File: src/rtl/dfc_pkg.sv
// Constants for the drive fault clear command handler.
// Assumes a single 20 MHz system clock and synchronous active-low reset.
package dfc_pkg;
	localparam int          DFC_WORD_W       = 16;
	localparam int          DFC_ADDR_W       = 11;
	localparam logic [10:0] DFC_REG_CMD_LOW  = 11'h400;
	localparam logic [10:0] DFC_REG_CMD_HIGH = 11'h401;
	localparam int          DFC_BIT_RESET    = 10;
	localparam int          DFC_BIT_CLRFLT   = 10;
	localparam int          DFC_BIT_DRV_EN   = 15;
	localparam int          DFC_BIT_FAULT    = 7;
	localparam int          DFC_BIT_CMDERR   = 12;
	localparam logic [15:0] DFC_WORD_ZERO    = 16'h0000;
	localparam logic [15:0] DFC_RESET_BLOCK  = 16'h0400;

	typedef enum logic [1:0] {
		DFC_IDLE,
		DFC_HAVE_LOW,
		DFC_EXEC
	} dfc_state_t;
endpackage : dfc_pkg

File: src/rtl/dfc_flag.sv
// Sticky status flag where the set wins over the clear.
// Assumes synchronous active-low reset on clk_sys.
module dfc_flag (
	input  wire logic clk_sys,
	input  wire logic rst_n,
	input  wire logic set_i,
	input  wire logic clr_i,
	output logic      flag_q
);
	logic flag_d;

	always_comb begin
		flag_d = flag_q;
		if (clr_i) begin
			flag_d = 1'b0;
		end
		if (set_i) begin
			flag_d = 1'b1;
		end
	end

	always_ff @(posedge clk_sys) begin
		if (!rst_n) begin
			flag_q <= 1'b0;
		end else begin
			flag_q <= flag_d;
		end
	end
endmodule : dfc_flag

File: src/rtl/dfc_core.sv
// Command block handler that latches and clears the motor driver fault.
// Assumes command words arrive as single-cycle writes from the network side.

// What this block does
// - A driver over-temperature or motor short raises a drive fault.
// - A drive fault sets bit 7 of the second status word until cleared.
// - Command words two to nine are ignored in a fault-clear block.
// - Accepting the fault-clear block clears bit 7 of status word two.
// - After a clear, motor current stays off while drive enable is zero.
// - Setting drive enable in a later block restores motor current.
// - Bit 10 of word one, with bit 10 of word zero set, clears the fault only with drive enable low.
// - Bit 10 of word zero resets latched errors like the command error.
// - The fault flag is set only while in the drive_power_on_state, then holds.
module dfc_core (
	input  wire logic                         clk_sys,
	input  wire logic                         rst_n,
	input  wire logic                         wr_en,
	input  wire logic [dfc_pkg::DFC_ADDR_W-1:0] wr_addr,
	input  wire logic [dfc_pkg::DFC_WORD_W-1:0] wr_data,
	input  wire logic                         over_temp,
	input  wire logic                         short_circuit,
	input  wire logic                         cmd_error_evt,
	output logic [dfc_pkg::DFC_WORD_W-1:0]    status_word_low,
	output logic [dfc_pkg::DFC_WORD_W-1:0]    status_word_high,
	output logic                              motor_current_on,
	output logic                              block_done
);
	import dfc_pkg::*;

	dfc_state_t  state_q, state_d;
	logic [15:0] low_q, low_d;
	logic [15:0] high_q, high_d;
	logic        drive_power_on_state_q, drive_power_on_state_d;
	logic        done_q, done_d;
	logic        fault_raw;
	logic        fault_q;
	logic        cmderr_q;
	logic        do_reset;
	logic        do_clear;

	// Only newly written words advance the block; held data does nothing.
	always_comb begin
		state_d = state_q;
		low_d   = low_q;
		high_d  = high_q;
		unique case (state_q)
			DFC_IDLE, DFC_EXEC: begin
				state_d = DFC_IDLE;
				if (wr_en && wr_addr == DFC_REG_CMD_LOW) begin
					low_d   = wr_data;
					state_d = DFC_HAVE_LOW;
				end
			end
			DFC_HAVE_LOW: begin
				if (wr_en && wr_addr == DFC_REG_CMD_HIGH) begin
					high_d  = wr_data;
					state_d = DFC_EXEC;
				end else if (wr_en && wr_addr == DFC_REG_CMD_LOW) begin
					low_d = wr_data;
				end
			end
		endcase
	end

	always_ff @(posedge clk_sys) begin
		if (!rst_n) begin
			state_q <= DFC_IDLE;
			low_q   <= DFC_WORD_ZERO;
			high_q  <= DFC_WORD_ZERO;
		end else begin
			state_q <= state_d;
			low_q   <= low_d;
			high_q  <= high_d;
		end
	end

	// Words beyond the first two are never decoded here.
	assign do_reset = (state_q == DFC_EXEC) && low_q[DFC_BIT_RESET];
	assign do_clear = do_reset && high_q[DFC_BIT_CLRFLT]
		&& !high_q[DFC_BIT_DRV_EN];

	always_comb begin
		drive_power_on_state_d = drive_power_on_state_q;
		done_d                 = (state_q == DFC_EXEC);
		if (state_q == DFC_EXEC) begin
			drive_power_on_state_d = high_q[DFC_BIT_DRV_EN];
		end
	end

	always_ff @(posedge clk_sys) begin
		if (!rst_n) begin
			drive_power_on_state_q <= 1'b0;
			done_q                 <= 1'b0;
		end else begin
			drive_power_on_state_q <= drive_power_on_state_d;
			done_q                 <= done_d;
		end
	end

	// The fault is only seen while the driver section is enabled.
	assign fault_raw = drive_power_on_state_q
		&& (over_temp || short_circuit);

	dfc_flag u_fault (
		.clk_sys (clk_sys),
		.rst_n   (rst_n),
		.set_i   (fault_raw),
		.clr_i   (do_clear),
		.flag_q  (fault_q)
	);

	dfc_flag u_cmderr (
		.clk_sys (clk_sys),
		.rst_n   (rst_n),
		.set_i   (cmd_error_evt),
		.clr_i   (do_reset),
		.flag_q  (cmderr_q)
	);

	always_comb begin
		status_word_low                 = DFC_WORD_ZERO;
		status_word_low[DFC_BIT_CMDERR] = cmderr_q;
		status_word_high                = DFC_WORD_ZERO;
		status_word_high[DFC_BIT_FAULT] = fault_q;
		status_word_high[DFC_BIT_DRV_EN] = drive_power_on_state_q;
	end

	// Current flows only when enabled and no fault is latched.
	assign motor_current_on = drive_power_on_state_q && !fault_q;
	assign block_done       = done_q;

	a_fault_sets: assert property (
		@(posedge clk_sys)
		disable iff (!rst_n)
		fault_raw |=> status_word_high[DFC_BIT_FAULT])
		else $error("fault not latched");

	a_raise_fault: assert property (
		@(posedge clk_sys)
		disable iff (!rst_n)
		(drive_power_on_state_q && (over_temp || short_circuit))
		|=> fault_q)
		else $error("driver fault not raised");

	a_fault_clears: assert property (
		@(posedge clk_sys)
		disable iff (!rst_n)
		(do_clear && !fault_raw) |=> !status_word_high[DFC_BIT_FAULT])
		else $error("fault not cleared");

	a_fault_holds: assert property (
		@(posedge clk_sys)
		disable iff (!rst_n)
		(fault_q && !do_clear) |=> fault_q)
		else $error("fault dropped early");

	a_clear_needs_off: assert property (
		@(posedge clk_sys)
		disable iff (!rst_n)
		($fell(fault_q) && $past(rst_n))
		|-> ($past(do_clear) && !drive_power_on_state_q))
		else $error("fault dropped without a clear block");

	a_current_off: assert property (
		@(posedge clk_sys)
		disable iff (!rst_n)
		!drive_power_on_state_q |-> !motor_current_on)
		else $error("current on while disabled");

	a_enable_restores: assert property (
		@(posedge clk_sys)
		disable iff (!rst_n)
		(state_q == DFC_EXEC && high_q[DFC_BIT_DRV_EN] && !fault_q
		&& !over_temp && !short_circuit) |=> motor_current_on)
		else $error("current not restored");

	a_no_repeat: assert property (
		@(posedge clk_sys)
		disable iff (!rst_n)
		state_q == DFC_EXEC |=> state_q != DFC_EXEC)
		else $error("block executed twice");

	a_done_pulse: assert property (
		@(posedge clk_sys)
		disable iff (!rst_n)
		state_q == DFC_EXEC |=> block_done ##1 !block_done)
		else $error("done pulse wrong");

	a_reset_errs: assert property (
		@(posedge clk_sys)
		disable iff (!rst_n)
		(do_reset && !cmd_error_evt) |=> !status_word_low[DFC_BIT_CMDERR])
		else $error("command error not reset");

	a_enabled_fault: assert property (
		@(posedge clk_sys)
		disable iff (!rst_n)
		(!drive_power_on_state_q && !fault_q) |=> !fault_q)
		else $error("fault set while disabled");

	a_clear_gate: assert property (
		@(posedge clk_sys)
		disable iff (!rst_n)
		(state_q == DFC_EXEC && high_q[DFC_BIT_DRV_EN] && fault_q)
		|=> fault_q)
		else $error("clear with drive enable set");

	c_fault_raised: cover property (
		@(posedge clk_sys)
		disable iff (!rst_n)
		$rose(fault_q));

	c_fault_cleared: cover property (
		@(posedge clk_sys)
		disable iff (!rst_n)
		fault_q ##1 !fault_q);

	c_reenable: cover property (
		@(posedge clk_sys)
		disable iff (!rst_n)
		!motor_current_on ##[1:20] motor_current_on);

	c_block_exec: cover property (
		@(posedge clk_sys)
		disable iff (!rst_n)
		state_q == DFC_HAVE_LOW ##1 state_q == DFC_EXEC);

	c_clear_refused: cover property (
		@(posedge clk_sys)
		disable iff (!rst_n)
		state_q == DFC_EXEC && high_q[DFC_BIT_DRV_EN] && fault_q);
endmodule : dfc_core

File: config.mk
export PLATFORM = sky130hd
export DESIGN_NAME = dfc_core
export DESIGN_NICKNAME = d
export VERILOG_FILES = /design/src/rtl/dfc_pkg.sv /design/src/rtl/dfc_flag.sv /design/src/rtl/dfc_core.sv
export SDC_FILE = /design/constraint.sdc
export NUM_CORES = 1
export LEC_CHECK = 0
export ABC_AREA = 1
export BUFFER_PORTS_ARGS = -buffer_cell sky130_fd_sc_hd__buf_4
export CAP_MARGIN = 0
export CORE_UTILIZATION = 35
export CTS_CLUSTER_SIZE = 40
export DETAILED_ROUTE_END_ITERATION = 10
export GPL_TIMING_DRIVEN = 0
export PLACE_DENSITY = 0.83
export SKIP_CTS_REPAIR_TIMING = 1
export SLEW_MARGIN = 20
export SYNTH_ARGS = -nofsm -noshare
export SYNTH_HDL_FRONTEND = slang
export SYNTH_HIERARCHICAL = 1
export SYNTH_SLANG_ARGS = --single-unit
export TNS_END_PERCENT = 20
File: constraint.sdc
create_clock -name clk_sys -period 1.05 [get_ports clk_sys]
set_clock_uncertainty 0.05 [all_clocks]
set_input_delay 0.0525 -clock clk_sys [delete_from_list [all_inputs] [get_ports clk_sys]]
set_output_delay 0.0525 -clock clk_sys [all_outputs]
set_load 0.01 [all_outputs]
# Word level (Yosys, flattened, before mapping)
# Cells that the tools add are included.
dict set report op_classes {
  n_reduce_logical 15
  n_eq_ne 6
  muxes 10
}
# cell count
set ops {}
lappend ops {{16-bit 2-to-1 mux} 2}
lappend ops {{16-bit case mux with 2 select lines} 1}
lappend ops {{11-bit equality test (second input constant)} 2}
lappend ops {{1-bit logical AND} 7}
lappend ops {{1-bit 2-to-1 mux} 5}
lappend ops {{2-bit inequality test (second input constant)} 2}
lappend ops {{2-bit case mux with 2 select lines} 1}
lappend ops {{2-bit nonzero test} 2}
lappend ops {{2-bit by 1-bit equality test with 1-bit output (second input constant)} 1}
lappend ops {{2-bit equality test (second input constant)} 1}
lappend ops {{1-bit logical NOT} 2}
lappend ops {{2-bit logical NOT} 1}
lappend ops {{2-bit 2-to-1 mux} 1}
lappend ops {{2-bit AND reduction} 1}
lappend ops {{2-bit OR reduction} 1}
lappend ops {{1-bit logical OR} 1}
dict set report totals {
  inputBits 33
  output_inout_bits 34
  ff_bits 38
  elab_cells 38
}

# Depth between registers and ports, before layout
dict set report logic_depth {
  depth_word 6
  ltp_mapped 8
  depth_no_buf 8
}

# Cells and area by module
# Netlist, hierarchy kept.
# module seq_area_each_um2 cells_each n_inst area_per_inst_um2
set by_module_without_submodules {}
lappend by_module_without_submodules {dfc_core 140.1 87 1 598.1}
lappend by_module_without_submodules {dfc_flag 20.0 6 2 43.8}

# Worst setup path after synthesis
# OpenSTA, ideal clock, no wires.
dict set report synth_timing {
  kind {register to register}
  from {register state_q[0]}
  to {register u_fault.flag_q}
  arrival_ps 786
  slack_ps 100
  path_stages_with_launch 9
  setup_ps 114
  cell_sequence {dfxtp_1 inv_2 nand2_1 nor2_1 nand2_1 nor2_1 inv_1 nand2_1 a21oi_2}
}
dict set report synth_between {
  elab_chain_len 5
}
# element line
set synth_rtl {}
lappend synth_rtl {{start: declaration} dfc_core.sv:30} ;# dfc_state_t state_q, state_d;
lappend synth_rtl {{start signal: assignment} dfc_core.sv:71} ;# state_q <= state_d;
lappend synth_rtl {{2-bit equality test} dfc_core.sv:78} ;# assign do_reset = (state_q == DFC_EXEC) && low_q[DFC_BIT_RESET];
lappend synth_rtl {{1-bit logical AND} dfc_core.sv:78}
lappend synth_rtl {{via do_reset} dfc_core.sv:38} ;# logic do_reset;
lappend synth_rtl {{1-bit logical AND} dfc_core.sv:79} ;# assign do_clear = do_reset && high_q[DFC_BIT_CLRFLT]
lappend synth_rtl {{1-bit logical AND} dfc_core.sv:80} ;# && !high_q[DFC_BIT_DRV_EN];
lappend synth_rtl {{via do_clear} dfc_core.sv:39} ;# logic do_clear;
lappend synth_rtl {{2-bit nonzero test (no line)} --}
lappend synth_rtl {{end signal: assignment} dfc_flag.sv:26} ;# flag_q <= flag_d;
lappend synth_rtl {{end: declaration} dfc_flag.sv:8} ;# output logic flag_q
# The timed path passes the listed nets, and every way through them passes these cells.
# A chain may end at the register's enable or synchronous reset.

# Final worst setup path
dict set report layout_timing {
  from {register state_q[0]}
  to {register high_q[10]}
}
dict set report layout_between {
  elab_chain_len 2
}
# element line
set layout_rtl {}
lappend layout_rtl {{2-bit by 1-bit equality test with 1-bit output} dfc_core.sv:46} ;# unique case (state_q)
lappend layout_rtl {{2-bit AND reduction (no line)} --}
lappend layout_rtl {{end signal: assignment} dfc_core.sv:73} ;# high_q <= high_d;
lappend layout_rtl {{end: declaration} dfc_core.sv:32} ;# logic [15:0] high_q, high_d;
# No other way between the ends.

==> impl_metrics.csv <==
group,metric,value,unit
sta,holdWs,0.009070,ns
worst_setup_path,reg2reg_setup_slack,0.02,ns
sta,max_freq,972.9,MHz
die,dieWidth,46.26,um
die,core.rowCount,15,
synthesis,ys_seq_elements,9,
clocking,cts_buffers,3,
final_layout,num_antenna_cells,0,
worst_setup_path,cp_slowest_stage_delay,0.33,ns
pwr,combPwrFrac,27.7,%
global_routing,grt_use_total,11.54,%
synthesis,postSynthCellCount,99,
sta,finalSetupViolations,0,
global_routing,grt_max_degree,9,
pwr,power_switching,212.6,uW
route,drc_errors,0,
min_path,worstHoldPathType,"input pin to flop",
route,wl_per_cell,6.676,um
run_status,status,"complete, no violations",
synthesis,yosysUniqueCellTypes,16,
pwr,p_clk_share,31.0,%
pwr,switching_share,25.37,%
sta,finalCritPeriodShare,97.89,%
run,drv_cap,0,
synthesis,yosysWarnings,6,
worst_setup_path,path_max_fanout,4,
route,detail-route-antenna-nets,0,
place,dp_hpwl,1.057,mm
pwr,vdd_drop_max,0.4051,mV
clocking,clk_latency,0.26,ns
final_layout,fin_nets,191,
clocking,clockBufferDepth,2,
sta,finalHoldViolations,0,
worst_setup_path,path_class,"flop to flop",
worst_setup_path,path_delay_family,"simple AND/OR/NAND/NOR gates",
final_layout,drive_gt1_share,44.59,%
sta,tns,0,ns
sta,period_needed,1.028,ns
die,die_area,2140,um2
worst_setup_path,critPathCaptureType,"flop",
clocking,htree_levels,1,
global_routing,grt-ovfl-total,0,
pwr,leakage,0.6053,nW
place,pre_cts_slack,0.01864,ns
synthesis,syn_area,685.7,um2
route,dr.first_iter.drc_count,11,
pwr,p_total,838.3,uW
route,num_vias,643,
global_routing,antenna_found_initial,0,
worst_setup_path,critPathSlowestCell,"dfxtp_1",
clocking,cts_tree,"built",
global_routing,grt_pass1_vias,488,
die,start_util,38.46,%
route,dr.pass1.iters,4,
worst_setup_path,crit_arrival,1.13,ns
worst_setup_path,crit_path_cell_trace,"inv_2 -> nor2_4 -> nand2_2 -> nor2_4 -> nand2_2 -> nand3_1 -> nand2_1",
final_layout,layout_common_cells,"buf_4, conb_1, inv_1, nor2_1, nand2_1",
pwr,seqPwrFrac,41.2,%
route,routed_wl,1.215,mm
place,routabilityCongestion,0.6782,
clocking,clk_pin_slew,0.06,ns
sta,rsz0062_at_grt,"true",
worst_setup_path,cp.required,1.15,ns
die,num_io_pins,67,
worst_setup_path,startpoint_type,"flop",
route,vias_per_cell,3.533,
die,die_h,46.26,um
pwr,cell_internal_pwr,625.6,uW
final_layout,final_common_cell,"buf_4",
sta,fin_ws,0.02215,ns
synthesis,syn_area_per_cell,6.926,um2
sta,final_max_slew_viol_count,0,
worst_setup_path,path_buf_inv,1,
final_layout,fin_util,59.72,%
place,port_buffers,23,
clocking,cts.sinks,9,
global_routing,grt_pass1_wl,1.656,mm
clocking,cts_root_buffer,"clkbuf_4",
final_layout,syn_to_final_growth,55.29,%
die,coreArea,1783,um2
synthesis,ys_seq_area_share,26.28,%
pwr,power_density,787.3,nW/um2
==> Yosys cell counts <==
cell	count	share of area, %
nand2_1	11	6.0
conb_1	1	0.55
o21ai_0	1	0.73
nor2_1	14	7.7
nor2_4	2	3.3
a21oi_2	2	2.6
inv_2	1	0.55
nand2_2	1	0.91
dfxtp_1	9	26
clkbuf_2	1	0.73
nand4_1	2	1.8
buf_4	32	35
a21oi_1	3	2.2
nand3_1	5	3.6
nor2_2	1	0.91
inv_1	13	7.1
==> area by class of cell <==
cell class                 count  area, um2
inverter                      14      52.55
buffer                        33      245.2
multi-input combinational     71      325.3
clock buffer                   4      26.28
timing repair buffer          26      202.7
fill                         165      718.2
tap                           25      31.28
sequential                     9      181.4
==> layer usage <==
layer / wire length [um] / GRT usage, % / share of wire (%) / up-vias
li1: - / - / - / 352
met1: 422 / 8.726 / 35 / 259
met2: 664 / 21.41 / 55 / 30
met3: 114 / 7.059 / 9.4 / 2
met4: 14 / 7.059 / 1.2 / 0
met5: 0 / 0 / 0 / -
==> power by group through the flow <==
stage	Combinational, mW	Sequential, mW	Clock (mW)
finish	0.232	0.346	0.260
global route	0.258	0.346	0.285
CTS	0.220	0.346	0.270
detailed placement	0.220	0.353	0
global placement	0.216	0.353	0
floorplan	0.158	0.353	0
==> worst paths after layout <==
path / depth (start not counted) / endpoint / startpoint
max reg2reg: 7 / high_q[10] / state_q[0]
min reg2reg: 2 / u_cmderr/flag_q / u_cmderr/flag_q
min: 3 / high_q[10] / wr_data[10]
max: 7 / high_q[10] / state_q[0]
==> worst reg2reg max path: stages (launching register included) <==
cell     delay (ns)
dfxtp_1        0.33
inv_2          0.06
nor2_4         0.09
nand2_2        0.07
nor2_4         0.11
nand2_2        0.08
nand3_1        0.08
nand2_1        0.05
==> flip-flops by register name, summed over array words and instances (netlist names) <==
name / count
state_q: 2
low_q: 1
high_q: 2
u_cmderr/flag_q: 1
block_done: 1
drive_power_on_state_q: 1
u_fault/flag_q: 1
==> per-stage QoR <==
step,std cells,instance area [um2]
after floorplan,127,790.8
after global placement,175,994.7
after detailed placement,175,994.7
after CTS,179,1021
after global routing,182,1065
final,182,1065
==> kinds of logic (layout without fill, tap and decap cells) <==
kind of cell	count (synthesis)	count (layout)	synth area share [%]
simple gates	36	36	24.27
compound gates	6	6	5.474
buf+inv	47	77	43.43
flops	9	9	26.28
other cells	1	29	0.5469
Power figures use the tool's default switching activity.
